`config.mk`:
```
export PLATFORM = sky130hd
export DESIGN_NAME = spp_port
export DESIGN_NICKNAME = d
export VERILOG_FILES = /design/src/spp_pkg.sv /design/src/spp_clk_div.sv /design/src/spp_port.sv
export VERILOG_INCLUDE_DIRS = /design/src /design/src/src
export SDC_FILE = /design/constraint.sdc
export NUM_CORES = 1
export LEC_CHECK = 0
export BUFFER_PORTS_ARGS = -buffer_cell sky130_fd_sc_hd__buf_2
export CAP_MARGIN = 20
export CORE_MARGIN = 2
export CORE_UTILIZATION = 45
export CTS_CLUSTER_SIZE = 20
export DETAILED_ROUTE_END_ITERATION = 10
export PLACE_DENSITY = 0.68
export RECOVER_POWER = 100
export SLEW_MARGIN = 20
export SYNTH_ARGS = -nofsm -noshare
export SYNTH_HDL_FRONTEND = slang
export SYNTH_SLANG_ARGS = --single-unit
```
`constraint.sdc`:
```
create_clock -name ref_clk -period 2.8 [get_ports ref_clk]
set_clock_uncertainty 0.05 [all_clocks]
set_input_delay 0 -clock ref_clk [delete_from_list [all_inputs] [get_ports ref_clk]]
set_output_delay 0 -clock ref_clk [all_outputs]
set_load 0.01 [all_outputs]
```
`src/spp_defines.svh`:
```
// Constants shared by the serial peripheral port.
// Assumes inclusion by bare name from files under src/.
`ifndef SPP_DEFINES_SVH
`define SPP_DEFINES_SVH

// ****************************************************************
// Frame and divider sizes
// ****************************************************************
`define SPP_BITS      8
`define SPP_RATE_W    8

// ****************************************************************
// Pin levels
// ****************************************************************
`define SPP_SS_IDLE   1'b1
`define SPP_OE_OFF    1'b0

`endif

```
`src/spp_pkg.sv`:
```
// Types for the serial peripheral port.
// Assumes no other package; used by full scope name only.
package spp_pkg;

   // Use of the active-low select pin
   typedef enum logic [1:0] {
      SPP_SS_OFF,
      SPP_SS_SLAVE,
      SPP_SS_GUARD,
      SPP_SS_CS
   } spp_ss_mode_t;

   // Transfer state
   typedef enum logic [1:0] {
      SPP_IDLE,
      SPP_MASTER,
      SPP_SLAVE
   } spp_state_t;

endpackage

```
`src/spp_clk_div.sv`:
```
// Half-period tick generator for the master serial clock.
// Assumes rate is held stable while run is high.
`include "spp_defines.svh"

module spp_clk_div #(
   parameter int unsigned W = `SPP_RATE_W
) (
   // Clock and reset
   input  wire logic         ref_clk,
   input  wire logic         rst_n,
   // Control
   input  wire logic         run,
   input  wire logic [W-1:0] rate,
   // Half-period pulse
   output logic              tick
);

   logic [W-1:0] cnt_reg;
   logic [W-1:0] cnt_next;

   if (W < 1) begin : g_chk
      $error("spp_clk_div: W must be at least 1");
   end

   // ****************************************************************
   // Divider
   // ****************************************************************
   // rate-programmed divider
   always_comb begin
      tick     = run && (cnt_reg == rate);
      cnt_next = (!run || tick) ? '0 : cnt_reg + W'(1);
   end

   always_ff @(posedge ref_clk or negedge rst_n) begin
      if (!rst_n) begin
         cnt_reg <= '0;
      end else begin
         cnt_reg <= cnt_next;
      end
   end

   chk_tick_spacing : assert property (@(posedge ref_clk) disable iff (!rst_n)
      (run && tick && rate != '0) |=> !tick)
      else $error("divider ticked on consecutive cycles with nonzero rate");

endmodule

```
`src/spp_port.sv`:
```
// Serial peripheral port: master or slave, 3- or 4-line, multi-master guard.
// Assumes all pin inputs are synchronous to ref_clk; the bench resolves pins.
`include "spp_defines.svh"

module spp_port #(
   parameter int unsigned BITS   = `SPP_BITS,
   parameter int unsigned RATE_W = `SPP_RATE_W
) (
   // Clock and reset
   input  wire logic                 ref_clk,
   input  wire logic                 rst_n,
   // Configuration
   input  wire logic                 cfg_enable,
   input  wire logic                 cfg_master,
   input  wire logic                 cfg_cpol,
   input  wire logic                 cfg_cpha,
   input  spp_pkg::spp_ss_mode_t     cfg_ss_mode,
   input  wire logic                 cfg_cs_level,
   input  wire logic [RATE_W-1:0]    cfg_rate,
   // Data and flags
   input  wire logic [BITS-1:0]      tx_data,
   input  wire logic                 tx_start,
   input  wire logic                 done_clr,
   input  wire logic                 fault_clr,
   output logic      [BITS-1:0]      rx_data,
   output logic                      busy,
   output logic                      done_flag,
   output logic                      fault_flag,
   // Serial clock pin
   input  wire logic                 sclk_in,
   output logic                      sclk_out,
   output logic                      sclk_oe,
   // Master-out data pin
   input  wire logic                 mosi_in,
   output logic                      mosi_out,
   output logic                      mosi_oe,
   // Master-in data pin
   input  wire logic                 miso_in,
   output logic                      miso_out,
   output logic                      miso_oe,
   // Select pin
   input  wire logic                 slave_select_n_in,
   output logic                      slave_select_n_out,
   output logic                      slave_select_n_oe
);

   localparam int unsigned    EW        = $clog2(2 * BITS);
   localparam logic [EW-1:0]  LAST_EDGE = EW'(2 * BITS - 1);

   if (BITS < 2) begin : g_chk
      $error("spp_port: BITS must be at least 2");
   end

   spp_pkg::spp_state_t state_reg;
   spp_pkg::spp_state_t state_next;
   logic [EW-1:0]       edge_reg;
   logic [EW-1:0]       edge_next;
   logic [BITS-1:0]     tx_sh_reg;
   logic [BITS-1:0]     tx_sh_next;
   logic [BITS-1:0]     rx_sh_reg;
   logic [BITS-1:0]     rx_sh_next;
   logic [BITS-1:0]     rx_data_reg;
   logic [BITS-1:0]     rx_data_next;
   logic                sclk_reg;
   logic                sclk_next;
   logic                sclk_prev_reg;
   logic                done_reg;
   logic                done_next;
   logic                fault_reg;
   logic                fault_next;
   logic                busy_reg;
   logic                drive_reg;
   logic                drive_next;
   logic                miso_oe_reg;
   logic                ss_out_reg;
   logic                ss_out_next;
   logic                ss_oe_reg;
   logic                ss_oe_next;
   logic                tick;
   logic                guard_hit;
   logic                slave_sel;
   logic                stay_master;
   logic                stay_slave;
   logic                evt;
   logic                in_bit;
   logic                done_set;

   // ****************************************************************
   // Master clock divider
   // ****************************************************************
   // half period never below one cycle
   spp_clk_div #(
      .W       (RATE_W)
   ) u_div (
      .ref_clk (ref_clk),
      .rst_n   (rst_n),
      .run     (state_reg == spp_pkg::SPP_MASTER),
      .rate    (cfg_rate),
      .tick    (tick)
   );

   // ****************************************************************
   // Select decode
   // ****************************************************************
   always_comb begin
      guard_hit   = cfg_enable && cfg_master && (cfg_ss_mode == spp_pkg::SPP_SS_GUARD)
                    && !slave_select_n_in;
      slave_sel   = (cfg_ss_mode == spp_pkg::SPP_SS_SLAVE) ? !slave_select_n_in : 1'b1;
      // other select uses need no select line
      stay_master = cfg_enable && cfg_master && !guard_hit;
      stay_slave  = cfg_enable && !cfg_master && slave_sel;
      in_bit      = cfg_master ? miso_in : mosi_in;
      // master edges from divider, slave edges from pin
      evt         = ((state_reg == spp_pkg::SPP_MASTER) && stay_master && tick)
                    || ((state_reg == spp_pkg::SPP_SLAVE) && stay_slave
                        && (sclk_in != sclk_prev_reg));
   end

   // ****************************************************************
   // Transfer engine
   // ****************************************************************
   always_comb begin
      state_next   = state_reg;
      edge_next    = edge_reg;
      tx_sh_next   = tx_sh_reg;
      rx_sh_next   = rx_sh_reg;
      rx_data_next = rx_data_reg;
      sclk_next    = sclk_reg;
      done_set     = 1'b0;
      case (state_reg)
         spp_pkg::SPP_IDLE: begin
            sclk_next = cfg_cpol;
            edge_next = '0;
            if (stay_master && tx_start && !fault_reg) begin
               state_next = spp_pkg::SPP_MASTER;
               tx_sh_next = tx_data;
            end else if (stay_slave) begin
               state_next = spp_pkg::SPP_SLAVE;
               tx_sh_next = tx_data;
            end
         end
         spp_pkg::SPP_MASTER: begin
            if (!stay_master) begin
               state_next = spp_pkg::SPP_IDLE;
               sclk_next  = cfg_cpol;
            end else if (tick) begin
               sclk_next = !sclk_reg;
            end
         end
         spp_pkg::SPP_SLAVE: begin
            if (!stay_slave) begin
               state_next = spp_pkg::SPP_IDLE;
            end
         end
         default: begin
            state_next = spp_pkg::SPP_IDLE;
         end
      endcase
      // phase picks sample or drive edge
      if (evt) begin
         if (edge_reg[0] == cfg_cpha) begin
            rx_sh_next = {rx_sh_reg[BITS-2:0], in_bit};
         end else if (!(cfg_cpha && edge_reg == '0)) begin
            tx_sh_next = {tx_sh_reg[BITS-2:0], 1'b0};
         end
         edge_next = edge_reg + EW'(1);
         if (edge_reg == LAST_EDGE) begin
            state_next   = spp_pkg::SPP_IDLE;
            rx_data_next = rx_sh_next;
            done_set     = 1'b1;
         end
      end
   end

   // ****************************************************************
   // Flags and pin drivers
   // ****************************************************************
   always_comb begin
      done_next   = done_set || (done_reg && !done_clr);
      fault_next  = guard_hit || (fault_reg && !fault_clr);
      // master drives only when not overruled
      drive_next  = cfg_enable && cfg_master && !guard_hit && !fault_next;
      ss_oe_next  = cfg_enable && cfg_master && (cfg_ss_mode == spp_pkg::SPP_SS_CS);
      ss_out_next = ss_oe_next ? cfg_cs_level : `SPP_SS_IDLE;
   end

   always_ff @(posedge ref_clk or negedge rst_n) begin
      if (!rst_n) begin
         state_reg     <= spp_pkg::SPP_IDLE;
         edge_reg      <= '0;
         tx_sh_reg     <= '0;
         rx_sh_reg     <= '0;
         rx_data_reg   <= '0;
         sclk_reg      <= 1'b0;
         sclk_prev_reg <= 1'b0;
         done_reg      <= 1'b0;
         fault_reg     <= 1'b0;
         busy_reg      <= 1'b0;
         drive_reg     <= `SPP_OE_OFF;
         miso_oe_reg   <= `SPP_OE_OFF;
         ss_out_reg    <= `SPP_SS_IDLE;
         ss_oe_reg     <= `SPP_OE_OFF;
      end else begin
         state_reg     <= state_next;
         edge_reg      <= edge_next;
         tx_sh_reg     <= tx_sh_next;
         rx_sh_reg     <= rx_sh_next;
         rx_data_reg   <= rx_data_next;
         sclk_reg      <= sclk_next;
         sclk_prev_reg <= sclk_in;
         done_reg      <= done_next;
         fault_reg     <= fault_next;
         busy_reg      <= (state_next != spp_pkg::SPP_IDLE);
         drive_reg     <= drive_next;
         miso_oe_reg   <= (state_next == spp_pkg::SPP_SLAVE);
         ss_out_reg    <= ss_out_next;
         ss_oe_reg     <= ss_oe_next;
      end
   end

   assign rx_data            = rx_data_reg;
   assign busy               = busy_reg;
   assign done_flag          = done_reg;
   assign fault_flag         = fault_reg;
   assign sclk_out           = sclk_reg;
   assign sclk_oe            = drive_reg;
   assign mosi_out           = tx_sh_reg[BITS-1];
   assign mosi_oe            = drive_reg;
   assign miso_out           = tx_sh_reg[BITS-1];
   assign miso_oe            = miso_oe_reg;
   assign slave_select_n_out = ss_out_reg;
   assign slave_select_n_oe  = ss_oe_reg;

   // ****************************************************************
   // Checks
   // ****************************************************************
   chk_guard_fault : assert property (@(posedge ref_clk) disable iff (!rst_n)
      guard_hit |=> fault_flag && !sclk_oe && !mosi_oe)
      else $error("guard select did not raise fault and release drivers");

   chk_slave_deselect : assert property (@(posedge ref_clk) disable iff (!rst_n)
      (cfg_ss_mode == spp_pkg::SPP_SS_SLAVE && slave_select_n_in)
      |=> !miso_oe && state_reg != spp_pkg::SPP_SLAVE)
      else $error("slave active while select high");

   chk_cs_follow : assert property (@(posedge ref_clk) disable iff (!rst_n)
      (cfg_enable && cfg_master && cfg_ss_mode == spp_pkg::SPP_SS_CS)
      |=> slave_select_n_oe && slave_select_n_out == $past(cfg_cs_level))
      else $error("chip select output does not follow control level");

   chk_ss_free : assert property (@(posedge ref_clk) disable iff (!rst_n)
      (cfg_ss_mode == spp_pkg::SPP_SS_OFF) |=> !slave_select_n_oe)
      else $error("select pin driven while switched off");

   chk_sclk_on_tick : assert property (@(posedge ref_clk) disable iff (!rst_n)
      (state_reg == spp_pkg::SPP_MASTER && stay_master && !tick)
      |=> $stable(sclk_out))
      else $error("master clock moved without a divider tick");

   chk_idle_polarity : assert property (@(posedge ref_clk) disable iff (!rst_n)
      (state_reg == spp_pkg::SPP_IDLE) ##1
      (state_reg == spp_pkg::SPP_IDLE && $stable(cfg_cpol)) |-> sclk_out == cfg_cpol)
      else $error("idle serial clock not at configured polarity");

   chk_frame_done : assert property (@(posedge ref_clk) disable iff (!rst_n)
      (evt && edge_reg == LAST_EDGE)
      |=> done_flag && !busy && rx_data == $past(rx_sh_next))
      else $error("last edge did not complete the frame");

   chk_done_wins : assert property (@(posedge ref_clk) disable iff (!rst_n)
      (done_set && done_clr) |=> done_flag)
      else $error("done event lost against clear");

   chk_master_start : assert property (@(posedge ref_clk) disable iff (!rst_n)
      (state_reg == spp_pkg::SPP_IDLE && stay_master && tx_start && !fault_reg)
      |=> busy && sclk_oe && mosi_out == $past(tx_data[BITS-1]))
      else $error("master start did not begin a transfer");

   chk_four_wire_slave : assert property (@(posedge ref_clk) disable iff (!rst_n)
      (state_reg == spp_pkg::SPP_IDLE && cfg_enable && !cfg_master && slave_sel)
      |=> miso_oe && busy)
      else $error("selected slave did not engage");

endmodule

```
# After elaboration in Yosys (flattened, before gate mapping)
# Cells that the tools add are included.
[op_classes]
add_sub_neg = 2
eq_ne = 11
mux = 25
n_reduce_logical = 38
[ops]
columns = ["operator", "n"]
rows = [
  ["2-to-1 mux 8 bit", 8],
  ["logical AND 1 bit", 18],
  ["2-to-1 mux 2 bit", 6],
  ["zero test 1 bit", 9],
  ["adder 8 x 1 -> 8 bit (second input constant)", 1],
  ["== test 2 bit (second input constant)", 4],
  ["== test 8 bit", 1],
  ["2-to-1 mux 4 bit", 2],
  ["2-to-1 mux 1 bit", 7],
  ["one-hot mux 2 bit (3 select lines)", 1],
  ["nonzero test 2 bit", 3],
  ["adder 4 x 1 -> 4 bit (second input constant)", 1],
  ["== test 2 x 1 -> 1 bit (second input constant)", 2],
  ["== test 4 bit (second input constant)", 1],
  ["zero test 4 bit", 1],
  ["logical OR 1 bit", 4],
  ["AND reduction 2 bit", 2],
  ["!= test 3 bit (second input constant)", 1],
  ["zero test 2 bit", 1],
  ["one-hot mux 1 bit (2 select lines)", 1],
  ["== test 1 bit", 1],
  ["!= test 1 bit", 1],
]
[word_totals]
ff_bits = 47
inputBits = 32
output_inout_bits = 19

# Logic depth before layout (Yosys ltp)
[logic_depth]
depth_word = 12
depth_mapped = 7
mapped_depth_nobuf = 6

# Cells and area by module
# A second synthesis with hierarchy kept.
[hier_totals]
cells_unflattened = 215
hier_area_um2 = 2499.9
[modules_own_cells]
columns = ["mod", "n_inst", "cells_each", "area_per_inst_um2", "seq_area_each_um2"]
rows = [
  ["spp_port", 1, 169, 1999.4, 977.2],
  ["spp_clk_div", 1, 46, 500.5, 200.2],
]

# Worst setup path before layout
# OpenSTA, ideal clock, no wires.
[synth_timing]
path_type = "register -> register"
startpoint = "register state_reg[0]"
endpoint = "register rx_data_reg[0], in the netlist rx_data[0]"
setup_time_ps = 125
arrival_ps = 1980
t_required_ps = 2625
slack_ps = 646
stages_incl_launch_ff = 8
n_path_buf = 3
cell_sequence = "dfrtp_1 -> clkbuf_1 -> or3_1 -> buf_2 -> or2_1 -> buf_2 -> a21boi_4 -> mux2_2"
[synth_between]
elab_chain_len = 5
elab_cells_between_ends = 9
[synth_rtl]
columns = ["item", "line_no", "text"]
rows = [
  ["start, declared", "spp_port.sv:54", "spp_pkg::spp_state_t state_reg;"],
  ["start signal, assigned", "spp_port.sv:189", "state_reg <= spp_pkg::SPP_IDLE;"],
  ["start signal, assigned", "spp_port.sv:204", "state_reg <= state_next;"],
  ["== test 2 x 1 -> 1 bit / == test 2 bit (equally long branches)", "spp_port.sv:97, spp_port.sv:114, spp_port.sv:115", ""],
  ["logical AND 1 bit (on tied branches)", "spp_port.sv:114, spp_port.sv:115, spp_clk_div.sv:30", ""],
  ["logical AND 1 bit (on tied branches)", "spp_port.sv:114, spp_port.sv:116", ""],
  ["logical OR 1 bit (*)", "spp_port.sv:115", "|| ((state_reg == spp_pkg::SPP_SLAVE) && stay_slave"],
  ["AND reduction 2 bit (no source line) (*)", "--", ""],
  ["end signal, assigned", "spp_port.sv:208", "rx_data_reg <= rx_data_next;"],
  ["end, declared", "spp_port.sv:62", "logic [BITS-1:0] rx_data_reg;"],
]
# Every way passes the cells marked *; elsewhere a longest branch is shown, timed or not.
# A chain may end at the register's enable or synchronous reset.

# Worst setup path after layout
[layout_timing]
startpoint = "register state_reg[1]"
endpoint = "register rx_data_reg[0], in the netlist rx_data[0]"
# Same word-level chain as after synthesis.

==> reports/metrics.csv <==
stage,metric,value,unit
grt,busiest_layer,met2,
grt,grt_usage,17.6,%
synthesis,syn_avg_cell_area,11.5,um^2
detailed_routing,wirelength,4.81,mm
die,rows,26,
synthesis,synth-seq-cells,47,
detailed_routing,drcViolationCount,0,
placement,dp.cells,323,
synthesis,syn-instance-count,207,
cts,cts_tree,done,
detailed_routing,dr.pass1.iters,4,
grt,overflow,0,
placement,io_buffers,50,
grt,grt_use_met2,28.9,%
placement,hpwlAfterDp,3.31,mm
power,swShare,26.3,%
synthesis,syn_area,2390,um^2
detailed_routing,avgRoutedWirePerCell,13.9,um
power,pwr-share-seq,48.7,%
final_layout,drive_above_1_share,28.5,%
power,internal_power,1.18,mW
cts,clk_pin_slew,0.09,ns
sta,rsz0062_at_grt,no,
power,leakagePower,1.40,nW
critical_path,crit_buf_inv,0,
power,comb_power_share,18.8,%
critical_path,critPathRequiredTime,2.95,ns
synthesis,synthDistinctLibCells,42,
final_layout,nets,311,
sta,post-route-period-util,85.0,%
synthesis,syn-num-nets,242,
die,start_util,46.8,%
sta,setup_tns,0,ns
grt,gr-usage-met1,22.5,%
grt,grt_max_degree,48,
worst_hold_path,worstHoldStart,tx_data[2],
cts,clock-sinks,47,
detailed_routing,ant_nets,0,
sta,worst_pin_slew,1.13,ns
critical_path,crit_type,reg -> reg,
power,clkPwrFrac,32.6,%
cts,clk_latency,0.30,ns
final_layout,layout_commonest_cell,dfrtp_1,
cts,h-tree-depth,2,
synthesis,async_flop_share,100,%
die,fp.dieArea,5910,um^2
cts,clockBufferDepth,2,
sta,drv_slew,0,
grt,grt_pass1_wl,8.30,mm
die,chipHeight,76.9,um
synthesis,synth_edf_count,0,
synthesis,synth_flop_cell,dfrtp_1,
die,coreArea,5110,um^2
die,io_pins,51,
placement,gp_congestion,0.863,
detailed_routing,routed_via_density,5.18,
grt,grt_use_met3,4.59,%
final_layout,final_core_util,57.6,%
detailed_routing,vias,1797,
critical_path,critPathTopFamily,simple AND/OR/NAND/NOR gates,
final_layout,n_antenna_cell,0,
cts,post-cts-setup-buffer-count,0,
sta,timing.fmax,0.420,GHz
final_layout,final_cell_mix,"dfrtp_1, mux2_2, buf_2",
critical_path,cp_cell_sequence,"nand2b_1, nor3_1, nand4_1, a21boi_4, mux2_2",
detailed_routing,drt_iter0_drc,103,
power,irDropWorstVdd,279,uV
final_layout,ff_latch_area,1180,um^2
critical_path,r2r-start,state_reg[1]$_DFF_PN0_,
critical_path,cpMaxStageDelayCell,dfrtp_1,
grt,first_global_vias,1834,
critical_path,crit_path_start,state_reg[1]$_DFF_PN0_,
critical_path,critPathMaxStageDelay,0.53,ns
final_layout,final_cell_count_no_fill,347,
critical_path,crit_path_end_kind,register,
critical_path,startpoint_type,register,
sta,hold_violations,0,
run_status,status,completed,
final_layout,multi_input_area,1140,um^2
power,power_density,542,nW/um^2
sta,fin_hold_ws,0.00704,ns
synthesis,synth.yosys.seq_area_share,49.3,%
sta,setup_viol,0,
die,die_w,76.9,um
sta,slew_headroom,24.8,%
final_layout,n_fill_cell,465,
cts,cts_root_buf,clkbuf_8,
sta,min_period,2.38,ns
critical_path,crit_fanout,14,
cts,numCtsBuffers,5,
flow_run,maxCapViolCount,0,
grt,grt_antenna_before_repair,0,
worst_hold_path,hold_path.class,in -> reg,
power,switching_power,420,uW
critical_path,worstPathArrival,2.53,ns
synthesis,yosys_warnings,0,
final_layout,area_growth,23.3,%
==> metal layers <==
layer,part of all wire [%],wire length [um]
met1,45,2160
met2,48,2310
met3,5.5,264
met4,1.7,80
met5,0,0
==> logic make-up after synthesis <==
group / share of synthesized area (%)
simple gates: 13.4
flops: 49.3
mux: 19.1
compound gates: 8.33
xor+xnor: 5.87
buf+inv: 2.46
fa+ha+maj: 1.57
==> power groups by stage <==
stage | logic [mW] | registers (mW) | clock network, mW
global route | 0.333 | 0.785 | 0.564
detailed placement | 0.294 | 0.790 | 0
floorplan | 0.199 | 0.780 | 0
finish | 0.300 | 0.777 | 0.520
global placement | 0.286 | 0.785 | 0
CTS | 0.311 | 0.776 | 0.537
==> synth_stat cells (2+ instances only) <==
master / n / area share [%]
nand4_1: 3 / 0.79
buf_2: 2 / 0.42
o21ai_0: 8 / 1.7
mux2i_1: 4 / 1.7
nor2_1: 15 / 2.4
mux2_2: 37 / 17
nand2b_1: 3 / 0.79
ha_1: 3 / 1.6
dfrtp_1: 46 / 48
nand2_1: 10 / 1.6
or3_1: 2 / 0.52
xor2_1: 15 / 5.5
clkbuf_1: 2 / 0.31
nor3b_1: 2 / 0.63
and4_1: 2 / 0.73
a31oi_1: 5 / 1.3
inv_1: 6 / 0.94
and3_1: 5 / 1.3
buf_4: 2 / 0.63
a21oi_1: 6 / 1.3
nand3_1: 8 / 1.7
==> stage by stage <==
stage               cell area (um^2)  power, mW  setup slack, ns
finish                          2940       1.60            0.419
global route                    2940       1.68            0.197
CTS                             2990       1.62            0.516
detailed placement              2710       1.08            0.526
global placement                2710       1.07            0.601
floorplan                       2390      0.980            0.646
==> worst min-delay path, delay by kind of cell <==
family / cells / cell delay [ns]
mux: 2 / 0.26
buf+inv: 1 / 0.07
==> worst paths after layout <==
path | end | slack, ns | depth (start not counted)
worst min register to register | done_flag$_DFF_PN0_ | 0.44 | 1
max in group asynchronous | tx_sh_reg[6]$_DFF_PN0_ | 1.62 | 2
min in group asynchronous | u_div.cnt_reg[3]$_DFF_PN0_ | 0.39 | 2
worst min-delay path | tx_sh_reg[2]$_DFF_PN0_ | 0.007 | 3
worst max register to register | rx_data[0]$_DFFE_PN0P_ | 0.42 | 5
worst max-delay path | rx_data[0]$_DFFE_PN0P_ | 0.42 | 5
==> repair_timing <==
action | CTS | global route
gates resized for setup | 0 | 0
hold buffers | 16 | 0
endpoints found under the hold margin | 58 | 0
==> cell type report <==
type / instances / share of cell area (%)
timing repair buffer: 69 / 13.6
multi-input combinational: 147 / 38.7
clock inverter: 2 / 1.19
inverter: 6 / 0.765
clock buffer: 6 / 2.80
tap: 70 / 2.97
sequential: 47 / 40.0
No activity file was read; power rests on OpenSTA's default activity.
